## src/flag_bank_pkg.sv

```systemverilog
package flag_bank_pkg;

  // Register addresses of the read-only words
  localparam logic [15:0] ADDR_STATUS = 16'h003a;
  localparam logic [15:0] ADDR_ALARM1 = 16'h003b;
  localparam logic [15:0] ADDR_ALARM2 = 16'h003c;
  localparam logic [15:0] ADDR_ALARM3 = 16'h003d;
  localparam logic [15:0] ADDR_ALARM5 = 16'h003f;

  // Reset value of every word
  localparam logic [15:0] WORD_RESET = 16'h0000;

  // Status word bit positions
  localparam int ST_RUN = 0;
  localparam int ST_STOP_ALARM = 1;
  localparam int ST_CONT_ALARM = 2;
  localparam int ST_TEMP_READY = 4;
  localparam int ST_ANTI_FREEZE = 15;

  // Alarm word 1 bit positions
  localparam int A1_LOW_TANK = 0;
  localparam int A1_HIGH_FLUID_TEMP = 1;
  localparam int A1_HIGH_RETURN_TEMP = 4;
  localparam int A1_HIGH_DISCH_PRESS = 5;
  localparam int A1_DISCH_PRESS_RISE = 7;
  localparam int A1_DISCH_PRESS_DROP = 8;
  localparam int A1_LOW_SUCTION_TEMP = 10;
  localparam int A1_HS_PRESS_RISE = 12;
  localparam int A1_REFRIG_LEAK = 14;
  localparam int A1_LS_PRESS_RISE = 15;

  // Alarm word 2 bit positions
  localparam int A2_LS_PRESS_DROP = 0;
  localparam int A2_COMP_FAIL = 1;
  localparam int A2_COMM_ERROR = 2;
  localparam int A2_SENSOR_BASE = 5;
  localparam int SENSOR_COUNT = 6;
  localparam int A2_CONTACT1 = 14;
  localparam int A2_CONTACT2 = 15;

  // Live status conditions from the plant controller
  typedef struct packed {
    logic anti_freeze;
    logic temp_ready;
    logic cont_alarm;
    logic stop_alarm;
    logic running;
  } status_cond_t;

  // Live alarm conditions; sensor_fail order: discharge_temp_sensor_ch1,
  // return_temp_sensor, suction_temp_sensor, discharge_pressure_sensor,
  // high_side_pressure_sensor, low_side_pressure_sensor (bit 0 first)
  typedef struct packed {
    logic contact2;
    logic contact1;
    logic [5:0] sensor_fail;
    logic comm_error;
    logic comp_fail;
    logic ls_press_drop;
    logic ls_press_rise;
    logic refrig_leak;
    logic hs_press_rise;
    logic low_suction_temp;
    logic disch_press_drop;
    logic disch_press_rise;
    logic high_disch_press;
    logic high_return_temp;
    logic high_fluid_temp;
    logic low_tank;
  } alarm_cond_t;

endpackage : flag_bank_pkg

```

## src/flag_word_reg.sv

```systemverilog
`timescale 1ns/10ps
// One 16-bit flag word that follows its mapped conditions each clock
module flag_word_reg (
  input wire logic clk,
  input wire logic reset_n,
  input wire logic [15:0] word_next,
  output logic [15:0] word_reg
);

  // Plain capture; a read never touches it, so flags are not cleared
  always_ff @(posedge clk) begin
    if (!reset_n) begin
      word_reg <= flag_bank_pkg::WORD_RESET;
    end else begin
      word_reg <= word_next;
    end
  end

endmodule : flag_word_reg

```

## src/status_alarm_flag_bank.sv

```systemverilog
`timescale 1ns/10ps
module status_alarm_flag_bank (
  input wire logic clk,
  input wire logic reset_n,
  input wire flag_bank_pkg::status_cond_t status_cond,
  input wire flag_bank_pkg::alarm_cond_t alarm_cond,
  input wire logic rd_strobe,
  input wire logic [15:0] rd_addr,
  output logic [15:0] rd_data,
  output logic rd_valid,
  output logic rd_addr_error
);

  // Populated words: status, alarm word 1 and alarm word 2, address order
  localparam int WORD_COUNT =
    int'(flag_bank_pkg::ADDR_ALARM2 - flag_bank_pkg::ADDR_STATUS) + 1;

  // Mapped next values of the three populated words
  logic [15:0] status_next; // Status word before its register
  logic [15:0] alarm1_next; // Alarm word 1 before its register
  logic [15:0] alarm2_next; // Alarm word 2 before its register
  // Next values and stored words, one entry per populated word
  logic [15:0] word_next_arr [WORD_COUNT];
  logic [15:0] word_arr [WORD_COUNT];
  // Stored words under their register names
  logic [15:0] product_status_word; // Read at the status address
  logic [15:0] alarm_word_one; // First alarm word
  logic [15:0] alarm_word_two; // Second alarm word
  // Read mux result
  logic [15:0] rd_data_next; // Word picked by the current address
  logic rd_hit; // Address falls inside the mapped range

  // Status mapping. Only bits 0, 1, 2, 4 and 15 carry meaning; every
  // other bit is tied to zero, so a host that masks nothing still sees
  // a clean word. The conditions are levels that already live in this
  // clock domain, so no synchroniser stands in front of them.
  always_comb begin
    // Start from all zero so unnamed bits never float
    status_next = 16'h0000;

    // Unit running rather than stopped
    status_next[flag_bank_pkg::ST_RUN] = status_cond.running;

    // An alarm that halts the unit is up
    status_next[flag_bank_pkg::ST_STOP_ALARM] =
      status_cond.stop_alarm;

    // An alarm is up but the unit keeps running
    status_next[flag_bank_pkg::ST_CONT_ALARM] =
      status_cond.cont_alarm;

    // Fluid temperature has reached its ready window
    status_next[flag_bank_pkg::ST_TEMP_READY] =
      status_cond.temp_ready;

    // Anti-freeze setting in force
    status_next[flag_bank_pkg::ST_ANTI_FREEZE] =
      status_cond.anti_freeze;
  end

  // Alarm word 1 mapping, one bit per alarm type. Bits 2, 3, 6, 9, 11
  // and 13 are reserved and read zero. Each bit is a live level, not a
  // latch: it drops as soon as the controller withdraws the condition.
  always_comb begin
    // Start from all zero so reserved bits never float
    alarm1_next = 16'h0000;

    // Tank fluid level low
    alarm1_next[flag_bank_pkg::A1_LOW_TANK] = alarm_cond.low_tank;

    // Channel 1 fluid temperature abnormally high
    alarm1_next[flag_bank_pkg::A1_HIGH_FLUID_TEMP] =
      alarm_cond.high_fluid_temp;

    // Return fluid temperature abnormally high
    alarm1_next[flag_bank_pkg::A1_HIGH_RETURN_TEMP] =
      alarm_cond.high_return_temp;

    // Discharge pressure abnormally high
    alarm1_next[flag_bank_pkg::A1_HIGH_DISCH_PRESS] =
      alarm_cond.high_disch_press;

    // Discharge pressure has risen past its limit
    alarm1_next[flag_bank_pkg::A1_DISCH_PRESS_RISE] =
      alarm_cond.disch_press_rise;

    // Discharge pressure has dropped below its limit
    alarm1_next[flag_bank_pkg::A1_DISCH_PRESS_DROP] =
      alarm_cond.disch_press_drop;

    // Compressor suction temperature abnormally low
    alarm1_next[flag_bank_pkg::A1_LOW_SUCTION_TEMP] =
      alarm_cond.low_suction_temp;

    // High-side refrigerant pressure rise
    alarm1_next[flag_bank_pkg::A1_HS_PRESS_RISE] =
      alarm_cond.hs_press_rise;

    // Refrigerant leak detected
    alarm1_next[flag_bank_pkg::A1_REFRIG_LEAK] =
      alarm_cond.refrig_leak;

    // Low-side refrigerant pressure rise
    alarm1_next[flag_bank_pkg::A1_LS_PRESS_RISE] =
      alarm_cond.ls_press_rise;
  end

  // Alarm word 2 mapping. Bits 3, 4 and 11 to 13 are reserved and read
  // zero; the six sensor failure bits sit in one contiguous run.
  always_comb begin
    // Start from all zero so reserved bits never float
    alarm2_next = 16'h0000;

    // Low-side refrigerant pressure drop
    alarm2_next[flag_bank_pkg::A2_LS_PRESS_DROP] =
      alarm_cond.ls_press_drop;

    // Compressor failed while running
    alarm2_next[flag_bank_pkg::A2_COMP_FAIL] = alarm_cond.comp_fail;

    // Link to the host has failed
    alarm2_next[flag_bank_pkg::A2_COMM_ERROR] =
      alarm_cond.comm_error;

    // Contact inputs 1 and 2 have seen their signal
    alarm2_next[flag_bank_pkg::A2_CONTACT1] = alarm_cond.contact1;
    alarm2_next[flag_bank_pkg::A2_CONTACT2] = alarm_cond.contact2;

    // Sensor failures, in struct order from bit 0 upwards
    for (int i = 0; i < flag_bank_pkg::SENSOR_COUNT; i++) begin
      alarm2_next[flag_bank_pkg::A2_SENSOR_BASE + i] =
        alarm_cond.sensor_fail[i];
    end
  end

  // Mapped words in address order, for the storage loop below
  assign word_next_arr[0] = status_next;
  assign word_next_arr[1] = alarm1_next;
  assign word_next_arr[2] = alarm2_next;

  // Word storage, one register per populated word; a read path exists
  // only, so a write has nowhere to land
  for (genvar w = 0; w < WORD_COUNT; w++) begin : g_word
    flag_word_reg u_word (
      .clk(clk),
      .reset_n(reset_n),
      .word_next(word_next_arr[w]),
      .word_reg(word_arr[w])
    );
  end

  // Names used by the read decode
  assign product_status_word = word_arr[0];
  assign alarm_word_one = word_arr[1];
  assign alarm_word_two = word_arr[2];

  // Address decode. Words 3 to 5 hold alarms kept outside this block,
  // so they answer zero but count as mapped; anything else is refused.
  // The decode reads the stored words, so it lags the inputs one edge.
  always_comb begin
    // Refused, zero answer unless an address below matches
    rd_data_next = 16'h0000;
    rd_hit = 1'b0;
    case (rd_addr)
      // Status word
      flag_bank_pkg::ADDR_STATUS: begin
        rd_data_next = product_status_word;
        rd_hit = 1'b1;
      end
      // First alarm word
      flag_bank_pkg::ADDR_ALARM1: begin
        rd_data_next = alarm_word_one;
        rd_hit = 1'b1;
      end
      // Second alarm word
      flag_bank_pkg::ADDR_ALARM2: begin
        rd_data_next = alarm_word_two;
        rd_hit = 1'b1;
      end
      default: begin
        // Unpopulated words inside the range answer zero
        if (rd_addr >= flag_bank_pkg::ADDR_ALARM3 &&
            rd_addr <= flag_bank_pkg::ADDR_ALARM5) begin
          rd_hit = 1'b1;
        end
      end
    endcase
  end

  // Read answer, registered; one cycle after the strobe. A condition
  // seen at edge N is stored at N, so a strobe taken at N+1 returns it
  // at N+2. The extra stage keeps every answer line on a flip-flop.
  always_ff @(posedge clk) begin
    if (!reset_n) begin
      // Quiet answer port while in reset
      rd_data <= 16'h0000;
      rd_valid <= 1'b0;
      rd_addr_error <= 1'b0;
    end else begin
      // One pulse per taken strobe; a held strobe reads every cycle
      rd_valid <= rd_strobe;
      // Refusal pulses together with the valid pulse
      rd_addr_error <= rd_strobe && !rd_hit;
      // Hold the last answer between reads so the protocol side can sample
      if (rd_strobe) begin
        rd_data <= rd_data_next;
      end
    end
  end

endmodule : status_alarm_flag_bank

```

## config.mk

```make
export PLATFORM = sky130hd
export DESIGN_NAME = status_alarm_flag_bank
export DESIGN_NICKNAME = d
export VERILOG_FILES = /design/src/flag_bank_pkg.sv /design/src/flag_word_reg.sv /design/src/status_alarm_flag_bank.sv
export SDC_FILE = /design/constraint.sdc
export NUM_CORES = 1
export LEC_CHECK = 0
export ABC_CLOCK_PERIOD_IN_PS = 1700
export BUFFER_PORTS_ARGS = -buffer_cell sky130_fd_sc_hd__buf_2
export CORE_ASPECT_RATIO = 1.5
export CORE_MARGIN = 4
export CORE_UTILIZATION = 45
export CTS_CLUSTER_DIAMETER = 50
export CTS_CLUSTER_SIZE = 25
export DETAILED_ROUTE_END_ITERATION = 12
export PLACE_DENSITY = 0.74
export SLEW_MARGIN = 10
export SYNTH_ARGS = -nofsm -noshare
export SYNTH_HDL_FRONTEND = slang
export SYNTH_SLANG_ARGS = --single-unit
```

## constraint.sdc

```tcl
create_clock -name clk -period 1.7 [get_ports clk]
set_input_delay 0 -clock clk [delete_from_list [all_inputs] [get_ports clk]]
set_output_delay 0 -clock clk [all_outputs]
set_load 0.005 [all_outputs]
```

# [Yosys cells after proc, flatten, opt, wreduce, memory -nomap -nowiden]
# Index checks and enable logic that the tools add are counted.
[totals] elab_cells=21 ff_bits=66 input_bits=45 out_inout_bits=18
[op_classes] mux=3 n_eq_ne=3 n_reduce_logical=4 magnitude_cmp=2
[ops] op="16-bit by 6-bit == test with 1-bit output (second input constant)" count=3
[ops] op="16-bit case mux with 3 select lines" count=1
[ops] op="16-bit by 6-bit greater-or-equal comparator with 1-bit output (second input constant)" count=1
[ops] op="16-bit by 6-bit <= comparator with 1-bit output (second input constant)" count=1
[ops] op="3-bit OR reduction" count=1
[ops] op="1-bit logical AND" count=2
[ops] op="1-bit two-way mux" count=2
[ops] op="1-bit logical NOT" count=1

# [Longest topological paths before layout]
[depth] ltp_word=6 ltp_mapped=5 mapped_depth_nobuf=4

# [By module]
# Synthesis repeated with hierarchy kept, for this count alone.
[hier_totals] cells_unflattened=207 hier_area_um2=2442.3
[by_module_without_submodules] module="flag_word_reg" instances=3 area_per_inst_um2=446.7 cells_per_inst=33
[by_module_without_submodules] module="status_alarm_flag_bank" instances=1 area_per_inst_um2=1102.3 cells_per_inst=108

# [Least setup slack after synthesis]
# No wires, ideal clock.
[synth_timing] path_type="input to register" startpoint="in rd_addr[7]" endpoint="reg rd_data[6]" t_arrival_ps=1373 required_time_ps=1630 path_buffers=1 path_slack_ps=257 setup_time_ps=70 stages=5 cell_sequence="or4_4 > nor4_4 > buf_6 > nand4_1 > a21oi_1"
[synth_between] elab_chain_cells=2 word_cells_on_any_way=4 classes_between="eq/ne: 3; mux: 1"
[synth_rtl] element="start, declared" line_no="status_alarm_flag_bank.sv:8" source="input wire logic [15:0] rd_addr,"
[synth_rtl] element="16-bit by 6-bit == test with 1-bit output" line_no="status_alarm_flag_bank.sv:164" source="case (rd_addr)"
[synth_rtl] element="16-bit case mux with 3 select lines *" line_no="status_alarm_flag_bank.sv:164"
[synth_rtl] element="end signal, assigned" line_no="status_alarm_flag_bank.sv:206" source="rd_data <= rd_data_next;"
[synth_rtl] element="end, declared" line_no="status_alarm_flag_bank.sv:9" source="output logic [15:0] rd_data,"
# Every way passes the cells marked *; elsewhere a longest branch is shown, timed or not.
# A chain may end at the register's enable or synchronous reset.

# [Final worst setup path]
[layout_timing] startpoint="in rd_addr[7]" endpoint="reg rd_data[0]"
# The elaborated chain is that of the path after synthesis.

==> impl_metrics.tcl <==
set metrics [dict create \
    syn_avg_cell_area_um2 10.0 \
    dp_slack_ns -0.0148 \
    yosys.area.top_type "dfxtp_1" \
    die_h_um 80 \
    route.detailed.drc 0 \
    largest_reg_flops 26 \
    insertion_delay_ns 0.29 \
    grt_antenna_before_repair 0 \
    placed_cells 250 \
    yosys_most_used_dff "dfxtp_1" \
    cts_root_buffer "clkbuf_8" \
    crit_chain "buf_2 > or4_4 > nor4_1 > a21oi_1 > a211oi_1" \
    cts_tree "done" \
    cp_slowest_cell "or4_4" \
    critPathRequiredTime_ns 1.89 \
    drv_slew 0 \
    ys_types 30 \
    cap_violations 0 \
    synth.area.top_cells "dfxtp_1 53%, and2_1 14%, a21oi_1 3.5%, o2111ai_1 2.8%, nand2_1 2.7%" \
    status "complete, no violations" \
    path_clk_slew_ns 0.07 \
    vias_per_cell 4.87 \
    power_density_nw_per_um2 810 \
    ys_async_sr_fraction_pct 0 \
    gr-usage-all-layers_pct 17.7 \
    io_pins 63 \
    hold_viol 0 \
    io_buffers 59 \
    cts.path.max_buffers 2 \
    cts_sinks 41 \
    yosysMostFrequentCell "dfxtp_1" \
    ant_nets 0 \
    synth_common_cells "41 x dfxtp_1, 34 x and2_1, 11 x a21oi_1, 11 x nand2_1" \
    peakVddDrop_uv 671 \
    crit_type "primary input to flop" \
    die-area_um2 4480 \
    worst_setup_path_end_kind "flop" \
    final_core_utilization_pct 68.7 \
    relSlewSlack_pct 64.0 \
    overflow 0 \
    yosysSeqAreaShare_pct 52.8 \
    wl_um 3710 \
    rows 25 \
    grt_pass1_wl_um 6120 \
    place.gp.congestion 0.804 \
    clock_skew_ns 0.00202 \
    fin_crit_ns 1.43 \
    dr.pass1.iters 4 \
    leakage_nw 1.02 \
    setup_viol 0 \
    num_vias 1379 \
    wl_per_cell_um 13.1 \
    hpwl_um 2630 \
    syn_area_um2 1560 \
    final.setup.worst_slack_ns 0.269 \
    synth_edf_count 0 \
    tightest_slew_ns 0.536 \
    slowest_delay_ns 0.54 \
    timing.fmax_ghz 0.699 \
    instances_no_fill 283 \
    grt_setup_unrepaired "no" \
    htreeDepth 2 \
    syn_to_final_growth_pct 43.8 \
    core-area_um2 3250 \
    cts_resized 0 \
    critPathMaxFanout 3 \
    cp_num_buf_inv 1 \
    nets 288 \
    cp_top_family "simple AND/OR/NAND/NOR gates" \
    start_util_pct 47.8 \
    cts_setup_buffers 0 \
    cts-buffers-inserted 5 \
    synth_warnings 0 \
    final_min_period_over_clock_period_pct 84.2 \
    grt_pass1_vias 1400 \
    dieWidth_um 56 \
    synthCells 155 \
    hold_path_class "primary input to flop" \
    cp-start-kind "primary input" \
    cp.arrival_ns 1.62 \
    layout-drive-gt1-share_pct 32.1 \
    grt_max_degree 20 \
    antenna_cells 0 \
    synth_top_area_share_pct 52.8 \
    drtIter0Drc 35 \
    ys_seq_elements 41 \
]
through the flow:
stage | total power [mW] | TNS [ns] | hold WS, ns | instance area (µm²)
after global routing | 1.89 | 0 | 0.0814 | 2240
after floorplan | 1.10 | 0 | 0.122 | 1560
after detailed placement | 1.16 | -0.0148 | 0.208 | 1890
final | 1.81 | 0 | 0.0764 | 2240
after global placement | 1.16 | 0 | 0.202 | 1890
after CTS | 1.82 | 0 | 0.0667 | 2240
cells by family after synthesis:
| group | share of synthesized area, % |
|---|---|
| flip-flops | 52.8 |
| AND/OR/NAND/NOR | 31.0 |
| multiplexers | 0.724 |
| other | 0.241 |
| buffers and inverters | 4.42 |
| AO/OA/AOI/OAI | 10.9 |
path summary, 6_finish.rpt:
check                   from       endpoint  slack (ns)  cells after the start
hold / removal    rd_addr[2]  rd_addr_error        0.08                      3
setup / recovery  rd_addr[7]     rd_data[0]        0.27                      5
hold reg to reg   rd_data[7]     rd_data[7]        0.43                      2
setup reg to reg  rd_data[0]     rd_data[0]        0.71                      3
worst min-delay path, delay by kind of cell:
| kind | cells | cell delay (ns) |
|---|---|---|
| AND/OR/NAND/NOR | 1 | 0.14 |
| buffers and inverters | 1 | 0.12 |
| AO/OA/AOI/OAI | 1 | 0.06 |
repair_timing:
| item | in CTS | in global routing |
|---|---|---|
| setup endpoints to repair | 0 | 0 |
| hold buffers | 26 | 0 |
| hold endpoints to repair | 26 | 0 |
cell type report:
cell class / instances / area, µm²
fill: 263 / 1020
tap: 40 / 50.0
sequential: 41 / 821
inverter: 1 / 3.75
multi-input combinational: 105 / 673
timing repair buffer: 89 / 598
clock inverter: 1 / 7.51
clock buffer: 6 / 82.6
routing by layer:
metal | track usage, % | routed length [µm] | vias to the layer above
met4 | 8.08 | 72 | 0
met2 | 33.8 | 2090 | 43
li1 | - | - | 701
met5 | 0 | 0 | -
met3 | 5.18 | 201 | 9
met1 | 17.0 | 1340 | 626
cells in the final DEF, fill, tap and decap left out, types with 2 or more instances in the layout:
cell,count
and2_1,34
nand3_1,3
a211oi_1,3
buf_2,59
nand2b_1,4
dfxtp_1,41
nor2b_1,5
or4_4,2
dlygate4sd3_1,26
a22o_1,4
and3_1,5
buf_4,3
clkbuf_8,6
a21oi_1,11
nand2_1,11
nand4_1,4
conb_1,3
o2111ai_1,5
report_power, final:
group,internal [mW],switching [mW],total [mW]
Sequential,0.995,0.00804,1.00
Clock,0.320,0.302,0.622
Combinational,0.113,0.0729,0.186
(Power assumes the default switching activity.)
